<file path="config.mk">
export PLATFORM = sky130hd
export DESIGN_NAME = uaci_top
export DESIGN_NICKNAME = d
export VERILOG_FILES = /design/src/core/uaci_pkg.sv /design/src/core/uaci_top.sv /design/src/core/uaci_sync3.sv /design/src/core/uaci_rx_timer.sv
export SDC_FILE = /design/constraint.sdc
export NUM_CORES = 1
export LEC_CHECK = 0
export ABC_CLOCK_PERIOD_IN_PS = 4900
export BUFFER_PORTS_ARGS = -buffer_cell sky130_fd_sc_hd__clkbuf_2
export CAP_MARGIN = 20
export CORE_ASPECT_RATIO = 0.7
export CORE_MARGIN = 3
export CORE_UTILIZATION = 34
export CTS_BUF_LIST = sky130_fd_sc_hd__clkbuf_16
export CTS_CLUSTER_DIAMETER = 150
export CTS_CLUSTER_SIZE = 14
export DETAILED_ROUTE_END_ITERATION = 8
export PLACE_DENSITY = 0.58
export SETUP_SLACK_MARGIN = 0.05
export SLEW_MARGIN = 20
export SYNTH_ARGS = -nofsm -noshare
export SYNTH_HDL_FRONTEND = slang
export SYNTH_SLANG_ARGS = --single-unit
</file>
<file path="constraint.sdc">
create_clock -name mclk_i -period 4.9 [get_ports mclk_i]
set_clock_uncertainty 0.15 [all_clocks]
set_input_delay 0.735 -clock mclk_i [delete_from_list [all_inputs] [get_ports mclk_i]]
set_output_delay 0.735 -clock mclk_i [all_outputs]
set_load 0.005 [all_outputs]
</file>
<file path="src/core/uaci_pkg.sv">
// constants shared by the uart channel interrupt logic
// Function
// - rx data interrupt at char or trigger
// - fifo rx interrupt drops below trigger
// - data ready on load, clear when empty
// - fifos on, mask 3:0 clear: polled
// - line status bits report rx/tx state
// - tx ready interrupt, rs485 uses tx empty
// - line status interrupt on rx errors
// - modem interrupt on any delta bit
// - mask 7:5 locked unless enhanced bit
// - interrupt on rts or cts transition
// - auto flow: rising pin raises flow
// - timeout after four chars twelve bits
// - xon xoff special char raise interrupt
// - lsr read, msr read clear interrupts
// - rhr read clears receive timeout
// - isr read or thr write clears tx
// - isr read clears xon xoff special
// - source codes for priorities one to four
// - source codes for five to seven, none
// - isr reports highest pending source only
// - isr bit 0 low while pending
// - isr bits 7:6 show fifo enable
// - fcr bit 0 enables fifos, default 0
package uaci_pkg;
   // -----------------------------------------------------------------
   // register offsets on the channel port
   // -----------------------------------------------------------------
   localparam logic [3:0] OFS_RHR_THR = 4'h0;  // rx read / tx write
   localparam logic [3:0] OFS_MASK    = 4'h1;  // interrupt_mask
   localparam logic [3:0] OFS_ISR_FCR = 4'h2;  // source read / fifo ctl write
   localparam logic [3:0] OFS_LSR     = 4'h5;  // line status
   localparam logic [3:0] OFS_MSR     = 4'h6;  // modem status
   localparam logic [3:0] OFS_EFR     = 4'h9;  // enhanced function
   // -----------------------------------------------------------------
   // field positions and reset values
   // -----------------------------------------------------------------
   localparam int         MASK_RX    = 0;      // rx data / timeout
   localparam int         MASK_TX    = 1;      // tx ready
   localparam int         MASK_LS    = 2;      // line status
   localparam int         MASK_MS    = 3;      // modem status
   localparam int         MASK_SW    = 5;      // xon/xoff/special
   localparam int         MASK_RTS   = 6;      // rts transition
   localparam int         MASK_CTS   = 7;      // cts transition
   localparam int         EFR_ENH    = 4;      // unlocks mask 7:5
   localparam int         EFR_ARTS   = 6;      // auto rts flow
   localparam int         EFR_ACTS   = 7;      // auto cts flow
   localparam int         FCR_FEN    = 0;      // fifo enable
   localparam logic [7:0] MASK_WMASK = 8'h0f;  // always-writable mask bits
   localparam logic [7:0] MASK_EMASK = 8'he0;  // bits needing enhanced bit
   localparam logic [7:0] MASK_RST   = 8'h00;
   localparam logic [7:0] EFR_RST    = 8'h00;
   localparam logic       FEN_RST    = 1'b0;
   // -----------------------------------------------------------------
   // interrupt source codes, bits 5:0
   // -----------------------------------------------------------------
   localparam logic [5:0] SRC_LS   = 6'h06;
   localparam logic [5:0] SRC_RX   = 6'h04;
   localparam logic [5:0] SRC_TO   = 6'h0c;
   localparam logic [5:0] SRC_TX   = 6'h02;
   localparam logic [5:0] SRC_MS   = 6'h00;
   localparam logic [5:0] SRC_SW   = 6'h10;
   localparam logic [5:0] SRC_FL   = 6'h20;
   localparam logic [5:0] SRC_NONE = 6'h01;
   // -----------------------------------------------------------------
   // receive timeout: chars and extra bit times
   // -----------------------------------------------------------------
   localparam int         TOUT_CHARS = 4;
   localparam int         TOUT_BITS  = 12;
endpackage

</file>
<file path="src/core/uaci_top.sv">
// per-channel uart interrupt logic with its register port
`timescale 1ns/10ps
`default_nettype none
module uaci_top #(
   parameter int LW = 7  // fifo level width
) (
   // clock and reset
   input  wire logic          mclk_i,
   input  wire logic          reset_i,
   // register port
   input  wire logic [3:0]    addr_i,
   input  wire logic [7:0]    wdata_i,
   input  wire logic          wr_i,
   input  wire logic          rd_i,
   output var  logic [7:0]    rdata_o,
   // receive datapath status
   input  wire logic [7:0]    rx_data_i,        // head of rx fifo
   input  wire logic          rx_char_loaded_i, // char entered fifo/rhr
   input  wire logic [LW-1:0] rx_level_i,
   input  wire logic [LW-1:0] rx_trigger_i,
   input  wire logic [3:0]    rx_err_i,         // overrun,parity,frame,break
   input  wire logic          rx_fifo_err_i,
   input  wire logic          bit_tick_i,
   input  wire logic [3:0]    char_bits_i,
   // transmit datapath status
   input  wire logic          thr_empty_i,
   input  wire logic          tx_below_trig_i,
   input  wire logic          tsr_empty_i,      // tx fifo and shifter empty
   input  wire logic          auto_rs485_i,
   // modem and flow
   input  wire logic [7:0]    modem_status_i,
   input  wire logic          xon_det_i,
   input  wire logic          xoff_det_i,
   input  wire logic          special_det_i,
   input  wire logic          rts_state_i,      // from own receiver logic
   input  wire logic          cts_pin_i,        // asynchronous pin
   // side effects and status
   output var  logic          rhr_read_o,
   output var  logic          thr_write_o,
   output var  logic          msr_read_o,
   output var  logic          fifo_en_o,
   output var  logic          polled_mode_o,
   output var  logic          irq_o
);
   import uaci_pkg::*;

   // ----------------------------------------------------------------
   // state
   // ----------------------------------------------------------------
   logic [7:0]  mask_q;      // interrupt_mask
   logic [7:0]  efr_q;       // enhanced_function_register
   logic        fen_q;       // fifo enable
   logic        lsr_q;       // sticky line status event
   logic        tout_q;      // receive timeout pending
   logic        tx_q;        // transmit ready pending
   logic        txc_q;       // previous transmit condition
   logic        sw_q;        // xon/xoff seen
   logic        spc_q;       // special char seen
   logic        rts_q;       // rts change pending
   logic        cts_q;       // cts change pending
   logic        rtsp_q;      // previous rts level
   logic        ctsp_q;      // previous cts level
   logic [7:0]  rdata_q;
   logic        rhr_rd_q;
   logic        thr_wr_q;
   logic        msr_rd_q;
   logic        irq_q;
   logic        pol_q;

   // ----------------------------------------------------------------
   // address decode
   // ----------------------------------------------------------------
   wire rd_rhr_w  = rd_i && addr_i == OFS_RHR_THR;
   wire wr_thr_w  = wr_i && addr_i == OFS_RHR_THR;
   wire wr_mask_w = wr_i && addr_i == OFS_MASK;
   wire rd_isr_w  = rd_i && addr_i == OFS_ISR_FCR;
   wire wr_fcr_w  = wr_i && addr_i == OFS_ISR_FCR;
   wire rd_lsr_w  = rd_i && addr_i == OFS_LSR;
   wire rd_msr_w  = rd_i && addr_i == OFS_MSR;
   wire wr_efr_w  = wr_i && addr_i == OFS_EFR;

   // ----------------------------------------------------------------
   // event sources
   // ----------------------------------------------------------------
   logic cts_lvl_w;   // filtered cts pin
   logic tout_exp_w;  // timer pulse

   wire data_rdy_w = rx_level_i != '0;
   wire rx_lvl_w   = fen_q ? (rx_level_i >= rx_trigger_i)
                           : data_rdy_w;
   wire ls_set_w   = rx_char_loaded_i && (rx_err_i != 4'h0);
   // half-duplex mode waits for the whole transmitter to drain
   wire tx_cond_w  = auto_rs485_i ? tsr_empty_i
                                  : (fen_q ? tx_below_trig_i : thr_empty_i);
   wire tx_set_w   = tx_cond_w && !txc_q;
   wire sw_set_w   = xon_det_i || xoff_det_i;
   // auto flow counts only a low-to-high edge, otherwise any edge
   wire rts_set_w  = efr_q[EFR_ARTS] ? (rts_state_i && !rtsp_q)
                                     : (rts_state_i != rtsp_q);
   wire cts_set_w  = efr_q[EFR_ACTS] ? (cts_lvl_w && !ctsp_q)
                                     : (cts_lvl_w != ctsp_q);
   wire [7:0] lsr_w = {rx_fifo_err_i, tsr_empty_i, thr_empty_i,
                       rx_err_i, data_rdy_w};

   // ----------------------------------------------------------------
   // gated pending terms
   // ----------------------------------------------------------------
   wire p_ls_w = mask_q[MASK_LS] && lsr_q;
   wire p_rx_w = mask_q[MASK_RX] && rx_lvl_w;
   wire p_to_w = mask_q[MASK_RX] && tout_q;
   wire p_tx_w = mask_q[MASK_TX] && tx_q;
   wire p_ms_w = mask_q[MASK_MS] && (modem_status_i[3:0] != 4'h0);
   wire p_sw_w = mask_q[MASK_SW] && (sw_q || spc_q);
   wire p_fl_w = (mask_q[MASK_RTS] && rts_q) || (mask_q[MASK_CTS] && cts_q);
   wire any_w  = p_ls_w || p_rx_w || p_to_w || p_tx_w
                 || p_ms_w || p_sw_w || p_fl_w;

   // ----------------------------------------------------------------
   // priority encode: only the top source is reported
   // ----------------------------------------------------------------
   logic [5:0] src_w;
   always_comb begin
      if (p_ls_w) begin
         src_w = SRC_LS;
      end else if (p_rx_w) begin
         src_w = SRC_RX;
      end else if (p_to_w) begin
         src_w = SRC_TO;
      end else if (p_tx_w) begin
         src_w = SRC_TX;
      end else if (p_ms_w) begin
         src_w = SRC_MS;
      end else if (p_sw_w) begin
         src_w = SRC_SW;
      end else if (p_fl_w) begin
         src_w = SRC_FL;
      end else begin
         src_w = SRC_NONE;
      end
   end

   // isr read acknowledges the reported source only when it is tx ready or xon/xoff/special
   wire ack_tx_w = rd_isr_w && src_w == SRC_TX;
   wire ack_sw_w = rd_isr_w && src_w == SRC_SW;
   wire [7:0] isr_w = {{2{fen_q}}, src_w};

   // ----------------------------------------------------------------
   // read mux, unmapped reads return zero
   // ----------------------------------------------------------------
   logic [7:0] rmux_w;
   always_comb begin
      if (addr_i == OFS_RHR_THR) begin
         rmux_w = rx_data_i;
      end else if (addr_i == OFS_MASK) begin
         rmux_w = mask_q;
      end else if (addr_i == OFS_ISR_FCR) begin
         rmux_w = isr_w;
      end else if (addr_i == OFS_LSR) begin
         rmux_w = lsr_w;
      end else if (addr_i == OFS_MSR) begin
         rmux_w = modem_status_i;
      end else if (addr_i == OFS_EFR) begin
         rmux_w = efr_q;
      end else begin
         rmux_w = 8'h00;
      end
   end

   // ----------------------------------------------------------------
   // helpers
   // ----------------------------------------------------------------
   uaci_sync3 u_cts_sync (
      .mclk_i  (mclk_i),
      .reset_i (reset_i),
      .pin_i   (cts_pin_i),
      .level_o (cts_lvl_w)
   );

   uaci_rx_timer u_tout (
      .mclk_i      (mclk_i),
      .reset_i     (reset_i),
      .bit_tick_i  (bit_tick_i),
      .char_bits_i (char_bits_i),
      .restart_i   (rx_char_loaded_i || rd_rhr_w),
      .active_i    (fen_q && data_rdy_w),
      .expire_o    (tout_exp_w)
   );

   // ----------------------------------------------------------------
   // control registers
   // ----------------------------------------------------------------
   always_ff @(posedge mclk_i) begin
      if (reset_i) begin
         mask_q <= MASK_RST;
         efr_q  <= EFR_RST;
         fen_q  <= FEN_RST;
      end else begin
         if (wr_mask_w) begin
            // upper enables stay frozen unless enhanced bit is set
            mask_q <= (wdata_i & MASK_WMASK)
                      | ((efr_q[EFR_ENH] ? wdata_i : mask_q) & MASK_EMASK);
         end
         if (wr_efr_w) begin
            efr_q <= wdata_i;
         end
         if (wr_fcr_w) begin
            fen_q <= wdata_i[FCR_FEN];
         end
      end
   end

   // ----------------------------------------------------------------
   // sticky flags; a set in the clearing cycle wins
   // ----------------------------------------------------------------
   always_ff @(posedge mclk_i) begin
      if (reset_i) begin
         lsr_q  <= 1'b0;
         tout_q <= 1'b0;
         tx_q   <= 1'b0;
         txc_q  <= 1'b0;
         sw_q   <= 1'b0;
         spc_q  <= 1'b0;
         rts_q  <= 1'b0;
         cts_q  <= 1'b0;
         rtsp_q <= 1'b0;
         ctsp_q <= 1'b0;
      end else begin
         txc_q  <= tx_cond_w;
         rtsp_q <= rts_state_i;
         ctsp_q <= cts_lvl_w;
         lsr_q  <= ls_set_w || (lsr_q && !rd_lsr_w);
         tout_q <= tout_exp_w || (tout_q && !rd_rhr_w);
         tx_q   <= tx_set_w || (tx_q && !ack_tx_w && !wr_thr_w);
         sw_q   <= sw_set_w || (sw_q && !ack_sw_w);
         // next ordinary char also retires a special-char event
         spc_q  <= special_det_i
                   || (spc_q && !ack_sw_w && !rx_char_loaded_i);
         rts_q  <= rts_set_w || (rts_q && !rd_msr_w);
         cts_q  <= cts_set_w || (cts_q && !rd_msr_w);
      end
   end

   // ----------------------------------------------------------------
   // registered outputs
   // ----------------------------------------------------------------
   always_ff @(posedge mclk_i) begin
      if (reset_i) begin
         rdata_q  <= 8'h00;
         rhr_rd_q <= 1'b0;
         thr_wr_q <= 1'b0;
         msr_rd_q <= 1'b0;
         irq_q    <= 1'b0;
         pol_q    <= 1'b0;
      end else begin
         rdata_q  <= rd_i ? rmux_w : 8'h00;
         rhr_rd_q <= rd_rhr_w;
         thr_wr_q <= wr_thr_w;
         msr_rd_q <= rd_msr_w;   // datapath clears its delta bits
         irq_q    <= any_w;
         pol_q    <= fen_q && mask_q[3:0] == 4'h0;
      end
   end

   assign rdata_o       = rdata_q;
   assign rhr_read_o    = rhr_rd_q;
   assign thr_write_o   = thr_wr_q;
   assign msr_read_o    = msr_rd_q;
   assign fifo_en_o     = fen_q;
   assign polled_mode_o = pol_q;
   assign irq_o         = irq_q;
endmodule
`default_nettype wire

</file>
<file path="src/core/uaci_sync3.sv">
// three-stage synchroniser with agreement filter for one pin
`timescale 1ns/10ps
`default_nettype none
module uaci_sync3 (
   // clock and reset
   input  wire logic mclk_i,
   input  wire logic reset_i,
   // pin and clean level
   input  wire logic pin_i,
   output var  logic level_o
);
   logic s1_q;   // metastable stage, read only by s2
   logic s2_q;
   logic s3_q;
   logic lvl_q;  // filtered level

   // ----------------------------------------------------------------
   // shift chain; level moves only when stages two and three agree
   // ----------------------------------------------------------------
   always_ff @(posedge mclk_i) begin
      if (reset_i) begin
         s1_q  <= 1'b0;
         s2_q  <= 1'b0;
         s3_q  <= 1'b0;
         lvl_q <= 1'b0;
      end else begin
         s1_q <= pin_i;
         s2_q <= s1_q;
         s3_q <= s2_q;
         if (s2_q == s3_q) begin
            lvl_q <= s3_q;  // glitch shorter than a cycle is ignored
         end
      end
   end

   assign level_o = lvl_q;
endmodule
`default_nettype wire

</file>
<file path="src/core/uaci_rx_timer.sv">
// receive timeout timer counting bit-time ticks
`timescale 1ns/10ps
`default_nettype none
module uaci_rx_timer #(
   parameter int CW = 7  // counter width, holds 4*12+12
) (
   // clock and reset
   input  wire logic         mclk_i,
   input  wire logic         reset_i,
   // timing inputs
   input  wire logic         bit_tick_i,   // one pulse per bit time
   input  wire logic [3:0]   char_bits_i,  // bits in one frame
   input  wire logic         restart_i,    // char loaded or rhr read
   input  wire logic         active_i,     // rx data waiting
   // expiry
   output var  logic         expire_o      // one-cycle pulse
);
   import uaci_pkg::*;

   logic [CW-1:0] cnt_q;    // elapsed bit times
   logic          done_q;   // fired since last restart
   logic          exp_q;
   logic [CW-1:0] limit_w;  // four chars plus twelve bits

   assign limit_w = CW'(TOUT_CHARS * char_bits_i + TOUT_BITS);

   // ----------------------------------------------------------------
   // count while data waits; fire once, then hold until restart
   // ----------------------------------------------------------------
   always_ff @(posedge mclk_i) begin
      if (reset_i) begin
         cnt_q  <= '0;
         done_q <= 1'b0;
         exp_q  <= 1'b0;
      end else begin
         exp_q <= 1'b0;
         if (restart_i || !active_i) begin
            cnt_q  <= '0;
            done_q <= 1'b0;
         end else if (bit_tick_i && !done_q) begin
            if (cnt_q + 1'b1 >= limit_w) begin
               exp_q  <= 1'b1;
               done_q <= 1'b1;
            end
            cnt_q <= cnt_q + 1'b1;
         end
      end
   end

   assign expire_o = exp_q;
endmodule
`default_nettype wire

</file>
# Word-level counts from Yosys, hierarchy flattened
# Cells that the tools add are included.
# word_totals
ff_bits	53
inputBits	66
# classes
addsub	2
order_cmp	2
eq_ne	10
n_mux	20
bitwise_logic	3
n_reduce_logical	73
# op_table
op	n
$mux 8	7
$mux 6	7
$logic_and 1x1->1	34
$logic_or 1x1->1	18
$ge 7x7->1	2
$logic_not 1->1	12
$eq 4x3->1 const B	2
$logic_not 4->1	2
$or 4x8->8	1
$reduce_bool 4->1	2
$add 6x4->7 const B	1
$add 7x1->7 const B	1
$reduce_bool 7->1	1
$eq 6x2->1 const B	1
$eq 6x5->1 const B	1
$mux 1	6
$eq 4x1->1 const B	1
$eq 4x2->1 const B	1
$eq 4x4->1 const B	1
$reduce_or 2->1	2
$reduce_or 3->1	1
$ne 1x1->1	2
$not 1->1	2
$reduce_and 2->1	1
$eq 1x1->1	1

# Depth between registers and ports, before layout
# Gate-level depths: netlist (run 1).
# depth
depth_word	15
depth_mapped	9
ltp_nobuf	9

# Modules after synthesis
# A second synthesis (run 1) with hierarchy kept.
# unflattened
hier_cells	366
area_unflattened_um2	2959.1
# by_module_without_submodules
module	n_inst	cells_each	area_per_inst_um2
uaci_top	1	287	2250.9
uaci_rx_timer	1	69	595.6
uaci_sync3	1	10	112.6

# Worst setup path before layout (run 1)
# OpenSTA, ideal clock, no wires.
# synth_path
path_type	input -> register
start	input port rx_trigger_i[6]
end	register tx_q
setup_time_ps	120
t_arrival_ps	2048
required_time_ps	4630
slack_ps	2582
stages	8
path_cell_list	inv_1 > ha_1 > and3_1 > a221oi_2 > o21ai_2 > nand2_2 > nand4_1 > a211o_1
# synth_between
elab_chain_len	11
# synth_lines
element	line	text
from (decl)	uaci_top.sv:20	input wire logic [LW-1:0] rx_trigger_i,
$ge 7x7->1	uaci_top.sv:89	wire rx_lvl_w = fen_q ? (rx_level_i >= rx_trigger_i)
$mux 1	uaci_top.sv:89	
$logic_and 1x1->1	uaci_top.sv:109	wire p_rx_w = mask_q[MASK_RX] && rx_lvl_w;
$mux 6	uaci_top.sv:125	end else if (p_rx_w) begin
$mux 6	uaci_top.sv:123	if (p_ls_w) begin
$eq 6x2->1	uaci_top.sv:143	wire ack_tx_w = rd_isr_w && src_w == SRC_TX;
$logic_and 1x1->1	uaci_top.sv:143	
$logic_not 1->1	uaci_top.sv:233	tx_q <= tx_set_w || (tx_q && !ack_tx_w && !wr_thr_w);
$logic_and 1x1->1 (2 in series)	uaci_top.sv:233	
$logic_or 1x1->1	uaci_top.sv:233	
to (signal assigned)	uaci_top.sv:233	
to (decl)	uaci_top.sv:55	logic tx_q;
# Every way passes these cells.
# A chain may end at the register's enable or synchronous reset.

# Worst setup path after layout (run 1)
# layout_path
start	input port addr_i[0]
end	register rdata_q[6], in the netlist rdata_o[6]
# layout_between
elab_chain_len	7
elab_cells_between_ends	12
# layout_lines
element	line	text
from (decl)	uaci_top.sv:11	input wire logic [3:0] addr_i,
$eq 4x4->1	uaci_top.sv:162	end else if (addr_i == OFS_EFR) begin
$mux 8	uaci_top.sv:162	
$mux 8	uaci_top.sv:160	end else if (addr_i == OFS_MSR) begin
$mux 8	uaci_top.sv:158	end else if (addr_i == OFS_LSR) begin
$mux 8	uaci_top.sv:156	end else if (addr_i == OFS_ISR_FCR) begin
$mux 8	uaci_top.sv:154	end else if (addr_i == OFS_MASK) begin
$mux 8 *	uaci_top.sv:152	if (addr_i == OFS_RHR_THR) begin
to (signal assigned)	uaci_top.sv:255	rdata_q <= rd_i ? rmux_w : 8'h00;
to (decl)	uaci_top.sv:63	logic [7:0] rdata_q;
# Mark *: on every way between the ends. The rest lies on a longest branch, timed or not.

==> reports/results.ini, run 1 <==
[status]
run_status = complete, no violations

[logic_synthesis]
yosys.area.top_type_share_pct = 36.0
yosysTopAreaCell = dfxtp_1
syn-num-nets = 426
synth-main-ff-cell = dfxtp_1
avgSynthCellArea_um2 = 8.40
synth-seq-cells = 52
async_reset_ff_share_pct = 0
synth_edf_count = 0
synth_cells = 344
ys_warn_count = 0
ys_types = 58
yosys-top-cells-area = dfxtp_1, ha_1, a21oi_1
ys_seq_area_share_pct = 36.0
netlist_area_um2 = 2890

[cts]
cts_hold_buf = 0
numClockSinks = 52
post_cts_buffers = 0
cts_max_path_buffers = 2
tritoncts = done
clkTransAtPathRegs_ns = 0.07
insertion_delay_ns = 0.30
numCtsBuffers = 5
cts_root_buffer = clkbuf_16
postCtsResizedCells = 0
htreeDepth = 2

[grt]
grt_pass1_vias = 2566
overflow = 0
track_usage_pct = 16.9
grt_pass1_wl_um = 13000
grt_max_degree = 37
antenna_found_initial = 0

[critical_path]
cp-end-kind = register
rr_worst_depth = 9
worstPathRequired_ns = 4.98
worstPathMaxFanout = 15
reg2reg_to = u_tout.done_q$_SDFFE_PP0P_
timing.rr.start = u_tout.cnt_q[0]$_SDFFE_PP0P_
arrival_ns = 2.67
r2r_slack_ns = 2.76
start_kind = input pin
crit_type = in -> reg

[timing]
slew_headroom_pct = 35.4
maxSlewViolCount = 0
hold_violations = 0
whs_ns = 0.289
finalSetupViolations = 0
layout_min_cycle_time_ns = 2.59
max_slew.worst_pin.slew_ns = 0.965
post-route-period-util_pct = 52.9
tns_ns = 0
rsz0062_at_grt = false
max_freq_mhz = 386
setup_slack_ns = 2.31

[die]
die_y_um = 83.1
pin_count = 80
initial_core_util_pct = 35.8
fp.dieW_um = 116
num_rows = 27
core-area_um2 = 8070
dieArea_um2 = 9660

[placed_design]
post-place-ws_ns = 2.05
dpl.hpwl_um = 6510
place_congestion = 0.880
placed_cell_area_um2 = 3310
port_buffers = 79

[pwr]
powerDensity_nw_per_um2 = 263
p_leak_uw = 0.00147
ir_drop_mv = 0.153

[routing]
drt-pass1-iter-count = 5
via_count = 2688
drc_errors = 0
drtIter0Drc = 120
wl_per_cell_um = 15.7
ant_nets = 0
post_drt_via_cell_ratio = 5.19
wl_um = 8110

[cells_and_area]
final_cell_mix = clkbuf_2, dfxtp_1, a21oi_1, nor2_1, nand2_1
mostFrequentLayoutCell = clkbuf_2
finish.utilization_pct = 42.8
drive_gt1_share_pct = 25.2
final_cell_area_um2 = 3460
area_growth_syn_to_layout_pct = 19.7
fin_nets = 498
n_antenna_cell = 0

[min_path]
hold_path_end = u_cts_sync.s2_q$_SDFF_PP0_
hold_path_class = reg -> reg
min_path_cells = 1
hold_start = u_cts_sync.s1_q$_SDFF_PP0_

[run]
cap_violations = 0

registers in the layout (all words and copies together), names as in the netlist, 7 cells and up:
signal,cells
rdata_o,8
u_tout.cnt_q,7
efr_q,8
mask_q,7
logic make-up (layout without fill, tap and decap cells):
kind of cell             after synthesis  after routing  synth area share, %
AO/OA/AOI/OAI                         92             92                 20.2
XOR/XNOR                              13             13                 3.94
adder cells (fa/ha/maj)               16             16                 6.93
buffers and inverters                 30            103                 5.59
flip-flops                            52             52                 36.0
multiplexers                           6              6                 2.08
AND/OR/NAND/NOR                      135            135                 25.2
worst max-delay path, cell delays in order:
cell       delay, ns
clkbuf_2        0.34
nand2b_1        0.21
nor3b_2         0.81
a2bb2oi_1       0.12
o21ai_0         0.18
o21ai_0         0.11
a21oi_1         0.16
synthesized netlist by cell type, drive strengths merged, types with 2 or more instances:
| master | n |
|---|---|
| a211oi | 4 |
| a21oi | 40 |
| a221oi | 4 |
| a22oi | 2 |
| a2bb2oi | 2 |
| a311oi | 3 |
| a31oi | 3 |
| a41oi | 2 |
| and3 | 2 |
| buf | 7 |
| clkbuf | 7 |
| dfxtp | 52 |
| ha | 16 |
| inv | 16 |
| mux2i | 6 |
| nand2 | 33 |
| nand2b | 6 |
| nand3 | 21 |
| nand3b | 2 |
| nand4 | 2 |
| nor2 | 36 |
| nor2b | 10 |
| nor3 | 14 |
| nor3b | 2 |
| nor4 | 2 |
| o21a | 2 |
| o21ai | 17 |
| o22ai | 3 |
| o41ai | 2 |
| or3 | 2 |
| xnor2 | 7 |
| xor2 | 6 |
final cells by class:
type	instances	area, um2
clock buffers	5	125
clock inverters	3	22.5
flip-flops and latches	52	1040
multi-input cells	262	1690
inverters	16	60.1
well taps	101	126
fillers	830	4620
repair buffers	79	395
stage by stage:
| step | instances | total power [uW] |
|---|---|---|
| after floorplan | 344 | 517 |
| after global placement | 510 | 563 |
| after detailed placement | 510 | 564 |
| after CTS | 518 | 915 |
| after global routing | 518 | 950 |
| final | 518 | 909 |
worst max-delay path by stage:
stage	start	endpoint	cells after the start
after floorplan	rx_trigger_i[6]	tx_q$_SDFF_PP0_	8
after global placement	addr_i[0]	efr_q[4]$_SDFFE_PP0P_	6
after detailed placement	addr_i[0]	rdata_o[6]$_SDFF_PP0_	7
after CTS	addr_i[0]	rdata_o[6]$_SDFF_PP0_	7
after global routing	addr_i[0]	rdata_o[6]$_SDFF_PP0_	7
final	addr_i[0]	rdata_o[6]$_SDFF_PP0_	7
power by group:
part           internal (uW)  switching (uW)  total, uW
Sequential               432            6.01        438
Clock                    191             164        355
Combinational           50.3            65.9        116
routing by layer:
layer | share of wire (%) | track usage [%] | vias up
li1 | - | - | 1380
met5 | 0 | 0 | -
met2 | 40 | 23.3 | 94
met4 | 0.32 | 2.53 | 0
met3 | 7.4 | 3.93 | 3
met1 | 53 | 26.8 | 1211
Power figures use the tool's default switching activity.
==> inputs of run 2 (changes only) <==
--- a/config.mk
+++ b/config.mk
@@ -5,7 +5,7 @@
 export SDC_FILE = /design/constraint.sdc
 export NUM_CORES = 1
 export LEC_CHECK = 0
-export ABC_CLOCK_PERIOD_IN_PS = 4900
+export ABC_CLOCK_PERIOD_IN_PS = 2350
 export BUFFER_PORTS_ARGS = -buffer_cell sky130_fd_sc_hd__clkbuf_2
 export CAP_MARGIN = 20
 export CORE_ASPECT_RATIO = 0.7
@@ -15,7 +15,7 @@
 export CTS_CLUSTER_DIAMETER = 150
 export CTS_CLUSTER_SIZE = 14
 export DETAILED_ROUTE_END_ITERATION = 8
-export PLACE_DENSITY = 0.58
+export PLACE_DENSITY = 0.6
 export SETUP_SLACK_MARGIN = 0.05
 export SLEW_MARGIN = 20
 export SYNTH_ARGS = -nofsm -noshare
==> constraint.sdc (replaced) <==
create_clock -name mclk_i -period 2.35 [get_ports mclk_i]
set_clock_uncertainty 0.15 [all_clocks]
set_input_delay 0.3525 -clock mclk_i [delete_from_list [all_inputs] [get_ports mclk_i]]
set_output_delay 0.3525 -clock mclk_i [all_outputs]
set_load 0.005 [all_outputs]
==> reports/results.ini, run 2 (synthesis results as in run 1) <==
[die]
fp.dieW_um = 116  ; unchanged
initial_core_util_pct = 35.8  ; unchanged
dieArea_um2 = 9660  ; unchanged
die_y_um = 83.1  ; unchanged
pin_count = 80  ; unchanged
core-area_um2 = 8070  ; unchanged
num_rows = 27  ; unchanged

[grt]
overflow = 0  ; unchanged
grt_pass1_wl_um = 12700  ; -2.3%
antenna_found_initial = 0  ; unchanged
grt_pass1_vias = 2527  ; -1.5%
track_usage_pct = 16.3  ; -0.57 points
grt_max_degree = 24  ; -35%

[cts]
cts_max_path_buffers = 2  ; unchanged
numClockSinks = 52  ; unchanged
cts_root_buffer = clkbuf_16
cts_hold_buf = 0  ; unchanged
htreeDepth = 2  ; unchanged
numCtsBuffers = 5  ; unchanged
post_cts_buffers = 0  ; unchanged
insertion_delay_ns = 0.29  ; about the same
postCtsResizedCells = 0  ; unchanged
tritoncts = done
clkTransAtPathRegs_ns = 0.07  ; about the same

[pwr]
sw_frac_of_total_pct = 25.4  ; -0.48 points
combinationalPowerShare_pct = 13.4  ; +0.6 points
powerDensity_nw_per_um2 = 537  ; +100%
p_int_uw = 1410  ; +110%
switchingPower_uw = 480  ; +100%
p_leak_uw = 0.00151  ; +2.5%
p_total_uw = 1890  ; +110%
ir_drop_mv = 0.484  ; +220%
seqPwrFrac_pct = 48.4  ; +0.2 points
clockPowerShare_pct = 38.2  ; -0.8 points

[placed_design]
dpl.hpwl_um = 6440  ; -1.1%
placed_cell_area_um2 = 3370  ; +1.8%
port_buffers = 79  ; unchanged
dpl.cell_count = 518  ; +1.6%
place_congestion = 0.848  ; -3.7%
post-place-ws_ns = 0.132  ; -1.91 ns

[critical_path]
worstPathRequired_ns = 2.38  ; -2.60 ns
rr_worst_depth = 9  ; unchanged
reg2reg_to = u_tout.done_q$_SDFFE_PP0P_
start_kind = register
arrival_ns = 2.03  ; -0.64 ns
worstPathMaxFanout = 4  ; -11
timing.rr.start = u_tout.cnt_q[0]$_SDFFE_PP0P_
crit_type = reg -> reg
r2r_slack_ns = 0.35  ; -2.41 ns
cp-end-kind = register

[timing]
max_slew.worst_pin.slew_ns = 0.391  ; -0.574 ns
hold_violations = 0  ; unchanged
layout_min_cycle_time_ns = 2.00
tns_ns = 0  ; unchanged
max_freq_mhz = 499
rsz0062_at_grt = false
post-route-period-util_pct = 85.2
finalSetupViolations = 0  ; unchanged
maxSlewViolCount = 0  ; unchanged
slew_headroom_pct = 73.6  ; +38 points
setup_slack_ns = 0.347  ; -1.96 ns

[routing]
drc_errors = 0  ; unchanged
drtIter0Drc = 178  ; +48%
via_count = 2693  ; +0.19%
post_drt_via_cell_ratio = 5.12  ; -1.3%
wl_um = 7960  ; -1.9%
ant_nets = 0  ; unchanged
drt-pass1-iter-count = 4  ; -1
wl_per_cell_um = 15.1  ; -3.4%

[cells_and_area]
final_cell_area_um2 = 3510  ; +1.7%
area_growth_syn_to_layout_pct = 21.7
mostFrequentLayoutCell = clkbuf_2
final_cell_mix = clkbuf_2, dfxtp_1, a21oi_1, nor2_1, nand2_1
n_antenna_cell = 0  ; unchanged
drive_gt1_share_pct = 26.4  ; +1.2 points
final_cells = 526  ; +1.5%
fin_nets = 506  ; +1.6%

[min_path]
hold_path_class = in -> reg
min_path_cells = 3  ; +2
hold_path_end = rdata_o[4]$_SDFF_PP0_
hold_start = rx_data_i[4]

[run]
cap_violations = 0  ; unchanged

[status]
run_status = complete, no violations

## run 2: area by class of cell
| cell class | instances | area (um2) |
|---|---|---|
| fillers | 828 | 4560 |
| multi-input cells | 262 | 1690 |
| flip-flops and latches | 52 | 1040 |
| repair buffers | 87 | 455 |
| well taps | 101 | 126 |
| clock buffers | 5 | 125 |
| inverters | 16 | 60.1 |
| clock inverters | 3 | 20.0 |
## run 2: how the worst max path moves through the flow
| stage | start | to | slack, ns | cells past startpoint |
|---|---|---|---|---|
| finish | u_tout.cnt_q[0]$_SDFFE_PP0P_ | u_tout.done_q$_SDFFE_PP0P_ | 0.35 | 9 |
| global route | u_tout.cnt_q[0]$_SDFFE_PP0P_ | u_tout.done_q$_SDFFE_PP0P_ | 0.16 | 9 |
| CTS | u_tout.cnt_q[0]$_SDFFE_PP0P_ | u_tout.done_q$_SDFFE_PP0P_ | 0.33 | 9 |
| detailed placement | rx_level_i[6] | rdata_o[0]$_SDFF_PP0_ | 0.13 | 8 |
| global placement | rx_level_i[6] | tx_q$_SDFF_PP0_ | 0.22 | 8 |
| floorplan | rx_trigger_i[6] | tx_q$_SDFF_PP0_ | 0.41 | 8 |
## run 2: power by group through the flow
| stage | registers [uW] | logic, uW | clock network, uW |
|---|---|---|---|
| 2_1_floorplan | 930 | 148 | 0 |
| 3_3_place_gp | 933 | 250 | 0 |
| 3_5_place_dp | 933 | 252 | 0 |
| 4_1_cts | 912 | 254 | 740 |
| 5_1_grt | 914 | 285 | 771 |
| 6_report | 913 | 254 | 720 |
## run 2: routing by layer
metal	track usage, %	routed length (um)	vias to the layer above
li1	-	-	1393
met1	25.5	4090	1214
met2	23.5	3310	82
met3	3.28	518	4
met4	2.21	41	0
met5	0	0	-
## run 2: worst max-delay path, stage by stage, from the launching register on
cell and delay, ns:
dfxtp_1 0.37, ha_1 0.24, nand3_1 0.18, nor2_1 0.18
xor2_1 0.17, ha_1 0.24, o21ai_0 0.07, a21oi_1 0.07
o21ai_0 0.15, a21oi_1 0.08
## run 2: metrics by stage
stage                     hold WS, ns  utilization [%]
final                           0.118             43.5
after global routing            0.151             43.5
after CTS                       0.117             43.5
after detailed placement        0.280             41.7
after global placement          0.268             41.7
after floorplan                 0.263                -
